## config.mk

```make
export PLATFORM = sky130hd
export DESIGN_NAME = texel_decoder
export DESIGN_NICKNAME = d
export VERILOG_FILES = /design/src/include/texel_decode_pkg.sv /design/src/verilog/texel_decoder.sv /design/src/verilog/modifier_rom.sv
export SDC_FILE = /design/constraint.sdc
export NUM_CORES = 1
export LEC_CHECK = 0
export ABC_CLOCK_PERIOD_IN_PS = 6000
export BUFFER_PORTS_ARGS = -buffer_cell sky130_fd_sc_hd__buf_2
export CORE_ASPECT_RATIO = 0.75
export CORE_MARGIN = 2
export CORE_UTILIZATION = 40
export DETAILED_ROUTE_END_ITERATION = 10
export GPL_ROUTABILITY_DRIVEN = 1
export PLACE_DENSITY = 0.71
export SLEW_MARGIN = 25
export SYNTH_ARGS = -nofsm -noshare
export SYNTH_HDL_FRONTEND = slang
export SYNTH_SLANG_ARGS = --single-unit
```

## constraint.sdc

```tcl
create_clock -name core_clk_in -period 6 [get_ports core_clk_in]
set_clock_uncertainty 0.15 [all_clocks]
set_input_delay 0.3 -clock core_clk_in [delete_from_list [all_inputs] [get_ports core_clk_in]]
set_output_delay 0.3 -clock core_clk_in [all_outputs]
set_load 0.01 [all_outputs]
```

## src/include/texel_decode_pkg.sv

```systemverilog
package texel_decode_pkg;

    localparam int unsigned BYTE_W = 8;
    localparam int unsigned BLOCK_BYTES = 8;
    localparam int unsigned WORD_W = 64;
    localparam int unsigned PIXELS = 16;

    localparam int unsigned BASE_MSB = 63;
    localparam int unsigned BASE_LSB = 56;
    localparam int unsigned MULT_MSB = 55;
    localparam int unsigned MULT_LSB = 52;
    localparam int unsigned TIDX_MSB = 51;
    localparam int unsigned TIDX_LSB = 48;
    localparam int unsigned SEL_TOP = 47;
    localparam int unsigned SEL_W = 3;

    localparam logic [2:0] BASE_FILL = 3'h4;
    localparam int unsigned SCALE_SHIFT = 3;
    localparam int unsigned ALPHA_DROP = 3;
    localparam logic signed [13:0] MAX11 = 14'sh7ff;
    localparam logic [7:0] MAX8 = 8'hff;
    localparam int unsigned WIDE_LSHIFT = 5;
    localparam int unsigned WIDE_RSHIFT = 6;
    localparam int unsigned LATENCY = 3;

    localparam logic signed [4:0] MOD_TABLE [16][8] = '{
        '{-5'sd3, -5'sd6, -5'sd9, -5'sd15, 5'sd2, 5'sd5, 5'sd8, 5'sd14},
        '{-5'sd3, -5'sd7, -5'sd10, -5'sd13, 5'sd2, 5'sd6, 5'sd9, 5'sd12},
        '{-5'sd2, -5'sd5, -5'sd8, -5'sd13, 5'sd1, 5'sd4, 5'sd7, 5'sd12},
        '{-5'sd2, -5'sd4, -5'sd6, -5'sd13, 5'sd1, 5'sd3, 5'sd5, 5'sd12},
        '{-5'sd3, -5'sd6, -5'sd8, -5'sd12, 5'sd2, 5'sd5, 5'sd7, 5'sd11},
        '{-5'sd3, -5'sd7, -5'sd9, -5'sd11, 5'sd2, 5'sd6, 5'sd8, 5'sd10},
        '{-5'sd4, -5'sd7, -5'sd8, -5'sd11, 5'sd3, 5'sd6, 5'sd7, 5'sd10},
        '{-5'sd3, -5'sd5, -5'sd8, -5'sd11, 5'sd2, 5'sd4, 5'sd7, 5'sd10},
        '{-5'sd2, -5'sd6, -5'sd8, -5'sd10, 5'sd1, 5'sd5, 5'sd7, 5'sd9},
        '{-5'sd2, -5'sd5, -5'sd8, -5'sd10, 5'sd1, 5'sd4, 5'sd7, 5'sd9},
        '{-5'sd2, -5'sd4, -5'sd8, -5'sd10, 5'sd1, 5'sd3, 5'sd7, 5'sd9},
        '{-5'sd2, -5'sd5, -5'sd7, -5'sd10, 5'sd1, 5'sd4, 5'sd6, 5'sd9},
        '{-5'sd3, -5'sd4, -5'sd7, -5'sd10, 5'sd2, 5'sd3, 5'sd6, 5'sd9},
        '{-5'sd1, -5'sd2, -5'sd3, -5'sd10, 5'sd0, 5'sd1, 5'sd2, 5'sd9},
        '{-5'sd4, -5'sd6, -5'sd8, -5'sd9, 5'sd3, 5'sd5, 5'sd7, 5'sd8},
        '{-5'sd3, -5'sd5, -5'sd7, -5'sd9, 5'sd2, 5'sd4, 5'sd6, 5'sd8}
    };

    typedef enum logic [0:0] {
        eleven_bit_unsigned_mode = 1'b0,
        eight_bit_alpha_mode = 1'b1
    } decode_mode_e;

    typedef struct packed {
        logic [0:7][7:0] block_bytes;
        logic [3:0] pixel;
        decode_mode_e mode;
        logic wide;
    } decode_req_s;

    typedef struct packed {
        logic [15:0] value;
        logic [10:0] value11;
        logic [7:0] value8;
        decode_mode_e mode;
    } decode_rsp_s;

endpackage : texel_decode_pkg

```

## src/verilog/texel_decoder.sv

```systemverilog
`timescale 1ns/10ps
`default_nettype none
module texel_decoder
(
    input wire logic core_clk_in,
    input wire logic sys_rst_in,
    input wire logic req_valid_in,
    input wire texel_decode_pkg::decode_req_s req_in,
    output logic rsp_valid_out,
    output texel_decode_pkg::decode_rsp_s rsp_out
);
    import texel_decode_pkg::*;

    logic [WORD_W-1:0] packed_block_word;
    logic s1_valid_q;
    logic [WORD_W-1:0] s1_word_q;
    logic [3:0] s1_pixel_q;
    decode_mode_e s1_mode_q;
    logic s1_wide_q;

    logic [7:0] base_value;
    logic [3:0] multiplier;
    logic [3:0] table_idx;
    logic [2:0] selectors [PIXELS];
    logic [2:0] pixel_sel;
    logic signed [4:0] modifier;
    logic signed [9:0] product;
    logic signed [13:0] base_term;
    logic signed [13:0] mod_term;
    logic signed [13:0] sum_d;

    logic s2_valid_q;
    logic signed [13:0] s2_sum_q;
    decode_mode_e s2_mode_q;
    logic s2_wide_q;

    logic [10:0] value11;
    logic [7:0] truncated8;
    logic [7:0] value8;
    logic [15:0] value16;
    decode_rsp_s rsp_d;
    logic rsp_valid_q;
    decode_rsp_s rsp_q;

    always_comb
    begin
        packed_block_word = '0;
        for (int i = 0; i < BLOCK_BYTES; i++)
        begin
            packed_block_word[WORD_W-1-BYTE_W*i -: BYTE_W] = req_in.block_bytes[i];
        end
    end

    always_ff @(posedge core_clk_in)
    begin
        if (sys_rst_in)
        begin
            s1_valid_q <= 1'b0;
        end
        else
        begin
            s1_valid_q <= req_valid_in;
        end
    end

    // Capture request fields
    always_ff @(posedge core_clk_in)
    begin
        if (sys_rst_in)
        begin
            s1_word_q <= '0;
            s1_pixel_q <= 4'h0;
            s1_mode_q <= eleven_bit_unsigned_mode;
            s1_wide_q <= 1'b0;
        end
        else if (req_valid_in)
        begin
            s1_word_q <= packed_block_word;
            s1_pixel_q <= req_in.pixel;
            s1_mode_q <= req_in.mode;
            s1_wide_q <= req_in.wide;
        end
    end

    assign base_value = s1_word_q[BASE_MSB:BASE_LSB];
    assign multiplier = s1_word_q[MULT_MSB:MULT_LSB];
    assign table_idx = s1_word_q[TIDX_MSB:TIDX_LSB];

    generate
        for (genvar k = 0; k < PIXELS; k++)
        begin : g_sel
            assign selectors[k] = s1_word_q[SEL_TOP-SEL_W*k -: SEL_W];
        end
    endgenerate

    assign pixel_sel = selectors[s1_pixel_q];

    modifier_rom u_modifier_rom
    (
        .table_idx_in(table_idx),
        .selector_in(pixel_sel),
        .modifier_out(modifier)
    );

    assign product = modifier * $signed({1'b0, multiplier});

    assign base_term = $signed({3'h0, base_value, BASE_FILL});

    always_comb
    begin
        mod_term = '0;
        if (multiplier != 4'h0)
        begin
            mod_term = $signed(14'(product)) <<< SCALE_SHIFT;
        end
        else if (s1_mode_q == eleven_bit_unsigned_mode)
        begin
            mod_term = $signed(14'(modifier));
        end
        else
        begin
            mod_term = '0;
        end
    end

    assign sum_d = base_term + mod_term;

    always_ff @(posedge core_clk_in)
    begin
        if (sys_rst_in)
        begin
            s2_valid_q <= 1'b0;
        end
        else
        begin
            s2_valid_q <= s1_valid_q;
        end
    end

    always_ff @(posedge core_clk_in)
    begin
        if (sys_rst_in)
        begin
            s2_sum_q <= '0;
            s2_mode_q <= eleven_bit_unsigned_mode;
            s2_wide_q <= 1'b0;
        end
        else if (s1_valid_q)
        begin
            s2_sum_q <= sum_d;
            s2_mode_q <= s1_mode_q;
            s2_wide_q <= s1_wide_q;
        end
    end

    always_comb
    begin
        if (s2_sum_q < 14'sh0000)
        begin
            value11 = 11'h000;
        end
        else if (s2_sum_q > MAX11)
        begin
            value11 = MAX11[10:0];
        end
        else
        begin
            value11 = s2_sum_q[10:0];
        end
    end

    assign truncated8 = value11[10:ALPHA_DROP];

    assign value8 = (truncated8 > MAX8) ? MAX8 : truncated8;

    assign value16 = 16'({5'h00, value11} << WIDE_LSHIFT) + 16'(value11 >> WIDE_RSHIFT);

    always_comb
    begin
        rsp_d.value11 = value11;
        rsp_d.value8 = value8;
        rsp_d.mode = s2_mode_q;
        if (s2_mode_q == eight_bit_alpha_mode)
        begin
            rsp_d.value = {8'h00, value8};
        end
        else if (s2_wide_q)
        begin
            rsp_d.value = value16;
        end
        else
        begin
            rsp_d.value = {5'h00, value11};
        end
    end

    always_ff @(posedge core_clk_in)
    begin
        if (sys_rst_in)
        begin
            rsp_valid_q <= 1'b0;
        end
        else
        begin
            rsp_valid_q <= s2_valid_q;
        end
    end

    always_ff @(posedge core_clk_in)
    begin
        if (sys_rst_in)
        begin
            rsp_q <= '0;
        end
        else if (s2_valid_q)
        begin
            rsp_q <= rsp_d;
        end
    end

    assign rsp_valid_out = rsp_valid_q;
    assign rsp_out = rsp_q;

endmodule : texel_decoder
`default_nettype wire

```

## src/verilog/modifier_rom.sv

```systemverilog
`timescale 1ns/10ps
`default_nettype none
module modifier_rom
(
    input wire logic [3:0] table_idx_in,
    input wire logic [2:0] selector_in,
    output logic signed [4:0] modifier_out
);
    import texel_decode_pkg::*;

    assign modifier_out = MOD_TABLE[table_idx_in][selector_in];

endmodule : modifier_rom
`default_nettype wire

```

==> results of run 1 <==
==> what timing repair did <==
action	4_1_cts	5_1_grt
pin swaps	18	10
endpoints found under the setup margin	4	5
gates resized for setup	21	21
hold buffers	67	0
setup buffers	6	6
endpoints found under the hold margin	67	0
==> cells by family after synthesis <==
family | after synthesis | synth area share
AO/OA/AOI/OAI | 119 | 0.108
XOR/XNOR | 11 | 0.0149
adder cells (fa/ha/maj) | 46 | 0.0957
buffers and inverters | 95 | 0.0583
flip-flops | 117 | 0.337
multiplexers | 133 | 0.219
AND/OR/NAND/NOR | 254 | 0.168
==> where the power goes <==
group	switching (uW)	internal, uW
clock	362	702
combinational	385	375
sequential	57.4	827
total	804	1900
==> metrics by stage <==
step	std cells	power [uW]	utilization
finish	1196	2710	0.556
global route	1196	2840	0.556
CTS	1191	2670	0.549
detailed placement	1087	1540	0.467
global placement	1087	1520	0.467
floorplan	775	1330	-
==> layer usage <==
layer	track usage	part of all wire	up-vias
li1	-	-	3072
met1	0.278	0.45	2926
met2	0.337	0.46	202
met3	0.0539	0.065	35
met4	0.0654	0.021	0
met5	0	0	-
==> critical path, cell delays in order (launching register included) <==
cell and delay [ns]:
dfxtp_4 0.37, buf_6 0.12, mux4_2 0.51, mux4_2 0.59, buf_6 0.17, nor4_4 0.17
nor2_2 0.08, and3_1 0.15, ha_1 0.28, inv_2 0.04, fa_1 0.46, fa_1 0.52
inv_2 0.06, ha_4 0.22, nor2b_4 0.14, o31ai_4 0.19, nand2b_1 0.13, xnor2_1 0.18
a21oi_1 0.10, ha_1 0.40, o21a_1 0.16, o31a_1 0.19, o2111ai_2 0.16, mux2_4 0.35
a211oi_2 0.21
==> cell usage after synthesis, drive strengths merged, types with 5 or more instances <==
library cell / number / area share
fa: 12 / 0.035
mux4: 13 / 0.043
nand2b: 7 / 0.0074
xnor2: 7 / 0.0099
buf: 23 / 0.019
and3: 5 / 0.0045
ha: 34 / 0.061
mux2: 13 / 0.021
a211oi: 15 / 0.018
nor2b: 14 / 0.013
a21oi: 58 / 0.042
dfxtp: 117 / 0.34
o21ai: 15 / 0.011
nor2: 148 / 0.080
a21o: 7 / 0.0076
and2: 9 / 0.0081
nand3: 9 / 0.0065
inv: 37 / 0.020
clkbuf: 35 / 0.019
mux2i: 107 / 0.15
nand2: 23 / 0.012
nor3: 19 / 0.014
==> worst paths after layout <==
| path | endpoint | depth (start not counted) | from |
|---|---|---|---|
| hold / removal | s1_word_q[34] | 3 | req_in[40] |
| setup / recovery | s2_sum_q[12] | 24 | s1_pixel_q[0] |
| setup reg to reg | s2_sum_q[12] | 24 | s1_pixel_q[0] |
| hold reg to reg | rsp_out[30] | 2 | rsp_out[30] |
==> flip-flops by register name (all words and copies together) (netlist names) <==
signal and cells:
s1_pixel_q 4, s1_word_q 64, s1_wide_q 1, s1_mode_q 1, s2_mode_q 1, s2_wide_q 1
rsp_out 28, s2_sum_q 14, s2_valid_q 1, s1_valid_q 1, rsp_valid_out 1
==> cell type report <==
cell class                 instances  share of cell area
multi-input combinational        563               0.463
clock buffer                      22              0.0482
sequential                       117               0.250
inverter                          37              0.0147
tap                              215              0.0286
clock inverter                     9              0.0162
timing repair buffer             233               0.179
==> layout by cell type (no fill, tap or decap), types with 3 or more instances in the layout <==
cell and instances:
nor2_1 143, dfxtp_1 114, buf_2 107, mux2i_1 105, dlygate4sd3_1 67, buf_4 53, a21oi_1 52, inv_1 34
ha_1 31, nand2_1 23, nor3_1 18, clkbuf_16 17, mux2_2 12, nor2b_1 12, mux4_2 11, o21ai_0 11
a211oi_1 11, fa_1 11, and2_1 9, nand3_1 9, a21o_1 7, a21oi_2 6, nand2b_1 6, xnor2_1 6
and3_1 5, nor2_2 4, xor2_1 4, a211oi_2 4, clkbuf_1 4, bufinv_16 4, buf_6 4, a31oi_1 3
or2_2 3, inv_2 3, nand3b_1 3, o221ai_1 3, nor4_1 3, o21ai_2 3, clkinv_2 3
==> metrics.csv, run 1 <==
stage;metric;value;unit
floorplan;core;16900;um2
worst_setup_path;crit_arrival;6.39;ns
yosys;async_flop_share;0;
grt;grt_max_degree;91;
power;p_leak;0.00434;uW
final_layout;antenna_cells;0;
yosys;synth.distinct_cells;62;
yosys;synth_nets;894;
sta;tns;-0.405;ns
floorplan;die_w;156;um
sta;hold_violations;0;
yosys;syn_avg_cell_area;8.97;um2
yosys;netlist_area;6950;um2
detailed_routing;vias;6235;
final_layout;fillers;1480;
floorplan;die_h;118;um
detailed_routing;first_iter_violations;374;
hold_path;hold_class;primary input to flip-flop;
clock_network;clk_path_buf_depth;2;
outcome;status;finished, violations left;
floorplan;initial_core_util;0.411;
worst_setup_path;path_class;flip-flop to flip-flop;
detailed_routing;drc;0;
clock_network;clk_latency;0.42;ns
detailed_routing;first_pass_iters;6;
power;peakVddDrop;244;uV
clock_network;h-tree-depth;4;
sta;setup_viol_count_final;2;
worst_setup_path;required;6.19;ns
worst_setup_path;cp-start-kind;flip-flop;
final_layout;multiInputGateArea;4360;um2
detailed_routing;viasPerCell;5.21;
placement;gp_congestion;0.868;
clock_network;clockRootBuffer;clkbuf_16;
sta;finalCriticalPeriod;6.20;ns
yosys;yosys_register_bits;117;
yosys;synth_edf_count;0;
floorplan;num_rows;41;
placement;port_buffers;109;
sta;whs;0.0140;ns
final_layout;register_area;2350;um2
yosys;ys.flop_type;dfxtp_1;
placement;dpl.hpwl;12.7;mm
sta;fmax;161;MHz
grt;antenna_found_initial;0;
sta;finalCritPeriodShare;1.03;
detailed_routing;routed_wirelength;19.2;mm
detailed_routing;avgRoutedWirePerCell;16.0;um
sta;rsz0062_at_grt;true;
worst_setup_path;end_kind;flip-flop;
outcome;failed_checks;negative setup slack;
grt;grt_pass1_wl;31.3;mm
final_layout;drive_above_1_share;0.269;
grt;grt_overflow;0;
floorplan;die-area;18500;um2
placement;post-place-ws;-0.284;ns
power;power.density;288;nW/um2
final_layout;stdcell_area;9420;um2
clock_network;clock-sinks;117;
clock_network;cts_buffers;17;
floorplan;io_pins;110;
grt;grt_pass1_vias;6307;
detailed_routing;antenna_left;0;
final_layout;fin_nets;1088;
sta;relSlewSlack;0.374;
final_layout;areaGrowthSynthToFinish;35.4;%
sta;tightest_slew;0.939;ns
worst_setup_path;crit_fanout;6;
sta;setup_slack;-0.204;ns
grt;track_usage;0.210;
yosys;syn_inst;775;
run;drv_cap;0;
yosys;yosysWarnings;0;
clock_network;tritoncts;built;
sta;drv_slew;0;
worst_setup_path;reg2reg_slack;-0.20;ns
yosys;ys_seq_area_frac;0.337;
clock_network;clk_pin_slew;0.06;ns
placement;post_dp_cell_area;7910;um2
Power figures use the tool's default switching activity.
==> run 2, diff against run 1 <==
Settings changed: BUFFER_PORTS_ARGS -buffer_cell sky130_fd_sc_hd__buf_2 to default, DONT_BUFFER_PORTS from default to 1, PLACE_DENSITY 0.71 to 0.65.
==> run 2 against run 1 <==
Effect of this change: the flow still finishes with violations (negative setup slack); combinational power fell by 4.1%; core utilization down 1.5 points; worst hold slack improved by 0.055 ns; first-iteration DRC count shrank 10%; critical path depth shrank 1; via count decreased by 5.0%; wire length down 4.0%; sequential cell count unchanged; maximum frequency rose by 2.5%; critical path type unchanged; largest power group unchanged.
==> metrics.csv, run 2 (same netlist as run 1, synthesis figures left out) <==
stage;metric;value;unit;change
sta;setup_viol_count_final;2;;unchanged
floorplan;die_h;118;um;unchanged
worst_setup_path;end_kind;flip-flop;;
worst_setup_path;cp-startpoint;s1_pixel_q[0];;
sta;finalCritPeriodShare;1.01;;-0.0248
worst_setup_path;endpoint;s2_sum_q[12];;
worst_setup_path;cp-start-kind;flip-flop;;
grt;grt_overflow;0;;unchanged
worst_setup_path;max_stage_delay;0.61;ns;+0.02 ns
clock_network;cts_buffers;17;;unchanged
detailed_routing;first_pass_iters;5;;-1
detailed_routing;antenna_left;0;;unchanged
detailed_routing;vias;5922;;-5.0%
clock_network;clk_pin_slew;0.06;ns;about the same
placement;port_buffers;0;;-100%
placement;dpl.hpwl;11.9;mm;-6.0%
final_layout;fillers;1500;;+1.4%
outcome;failed_checks;negative setup slack;;
final_layout;largest_register_ffs;64;;unchanged
final_layout;fin_nets;1007;;-7.4%
detailed_routing;viasPerCell;5.31;;+1.8%
final_layout;fin_cells;1116;;-6.7%
worst_setup_path;crit_path_cell_trace;buf_6, mux4_2, mux4_2, nor4_4, nor2_2, and3_1, ha_1, inv_1, fa_1, fa_1, inv_1, ha_4, nor2b_4, nor2_1, xor2_1, a21oi_1, ha_1, o21ai_2, nor2_2, o31a_1, o2111ai_2, mux2_4, a211oi_2;;
power;peakVddDrop;180;uV;-26%
sta;setup_slack;-0.0556;ns;+0.149 ns
floorplan;initial_core_util;0.411;;unchanged
run;drv_cap;0;;unchanged
final_layout;drive_above_1_share;0.169;;-0.100
detailed_routing;drc;0;;unchanged
hold_path;hp-start;sys_rst_in;;
grt;grt_max_degree;115;;+26%
worst_setup_path;required;6.19;ns;about the same
worst_setup_path;worstReg2RegStart;s1_pixel_q[0];;
grt;antenna_found_initial;1;;+1
worst_setup_path;crit_path_top_delay_cell;mux4_2;;
grt;grt_pass1_wl;30.0;mm;-3.9%
sta;whs;0.0686;ns;+0.0546 ns
floorplan;die-area;18500;um2;unchanged
final_layout;utilization;0.542;;-0.0147
sta;rsz0062_at_grt;true;;
final_layout;top_register;s1_word_q;;
clock_network;h-tree-depth;4;;unchanged
grt;track_usage;0.203;;-0.00683
detailed_routing;avgRoutedWirePerCell;16.5;um;+2.9%
sta;finalCriticalPeriod;6.06;ns;-0.149 ns
sta;hold_violations;0;;unchanged
sta;relSlewSlack;0.373;;-0.000690
worst_setup_path;reg2reg_depth;23;;-4.2%
power;p_leak;0.00395;uW;-8.9%
power;power.density;294;nW/um2;+2.4%
outcome;status;finished, violations left;;
worst_setup_path;crit_arrival;6.24;ns;-0.15 ns
clock_network;clockRootBuffer;clkbuf_16;;
detailed_routing;routed_wirelength;18.4;mm;-4.0%
floorplan;num_rows;41;;unchanged
worst_setup_path;timing.rr.end;s2_sum_q[12];;
power;finalPower;2700;uW;-0.31%
clock_network;clk_latency;0.42;ns;about the same
final_layout;areaGrowthSynthToFinish;31.9;%;
floorplan;die_w;156;um;unchanged
hold_path;hold_class;primary input to flip-flop;;
final_layout;mostFrequentLayoutCell;nor2_1;;
sta;drv_slew;0;;unchanged
grt;grt_pass1_vias;5857;;-7.1%
sta;tightest_slew;0.932;ns;-0.00756 ns
placement;dp_cells;973;;-10%
sta;fmax;165;MHz;+2.5%
placement;gp_congestion;0.862;;-0.71%
final_layout;layout_common_cells;145 x nor2_1, 114 x dfxtp_1, 104 x mux2i_1;;
detailed_routing;first_iter_violations;335;;-10%
clock_network;clock-sinks;117;;unchanged
worst_setup_path;crit_fanout;7;;+1
worst_setup_path;reg2reg_slack;-0.06;ns;+0.15 ns
floorplan;io_pins;110;;unchanged
floorplan;core;16900;um2;unchanged
clock_network;tritoncts;built;;
clock_network;clk_path_buf_depth;2;;unchanged
worst_setup_path;path_class;flip-flop to flip-flop;;
==> run 2: changes by cell type in the layout (fill, tap and decap cells not counted), sizes merged <==
cell,delta
buf,-110
clkbuf,-5
clkinv,-1
clkinvlp,+2
diode,+1
dlygate4sd3,+29
inv,+4
==> run 2: cell type report <==
type / instances / area [um2] / share of cell area
clock inverter: 14 / 198 / 0.0216
antenna: 1 / 2.50 / 0.000273
sequential: 117 / 2350 / 0.256
tap: 215 / 269 / 0.0293
multi-input combinational: 563 / 4340 / 0.474
inverter: 37 / 139 / 0.0151
timing repair buffer: 152 / 1440 / 0.157
clock buffer: 17 / 425 / 0.0464
==> run 2: how the worst min path moves through the flow <==
stage / end / cells past startpoint
final: s2_sum_q[7] / 3
after CTS: s2_sum_q[7] / 3
after detailed placement: rsp_valid_out / 1
after global placement: rsp_valid_out / 1
after floorplan: s2_sum_q[11] / 2
after global routing: s2_sum_q[7] / 3
==> run 2: routing by layer <==
layer | vias to the layer above | part of all wire | track usage
li1 | 2916 | - | -
met5 | - | 0 | 0
met2 | 173 | 0.45 | 0.319
met3 | 18 | 0.065 | 0.0623
met4 | 0 | 0.0091 | 0.0533
met1 | 2815 | 0.48 | 0.273
==> run 2: per-stage QoR <==
step           worst slack [ns]  TNS [ns]  area [um2]
2_1_floorplan            0.0234         0        6990
3_3_place_gp           -0.00668  -0.00668        7310
3_5_place_dp             -0.115    -0.205        7310
4_1_cts                 0.00485         0        9030
5_1_grt                  -0.290     -1.19        9170
6_report                -0.0556    -0.105        9170
==> run 2: power by group <==
group | internal (uW) | switching (uW)
combinational | 370 | 358
clock | 696 | 384
sequential | 827 | 64.0
total | 1890 | 806
==> run 2: timing repair <==
action / 4_1_cts / 5_1_grt
endpoints found under the hold margin: 113 / 0
setup buffers: 7 / 6
gates resized for setup: 15 / 17
pin swaps: 6 / 10
hold buffers: 98 / 0
endpoints found under the setup margin: 4 / 5
==> run 2: worst max-delay path, delay by kind of cell (launching register included) <==
family	cells	cell delay, ns
adder cells (fa/ha/maj)	5	1.86
multiplexers	3	1.43
AO/OA/AOI/OAI	5	0.91
AND/OR/NAND/NOR	6	0.89
flip-flops	1	0.37
buffers and inverters	3	0.25
XOR/XNOR	1	0.13
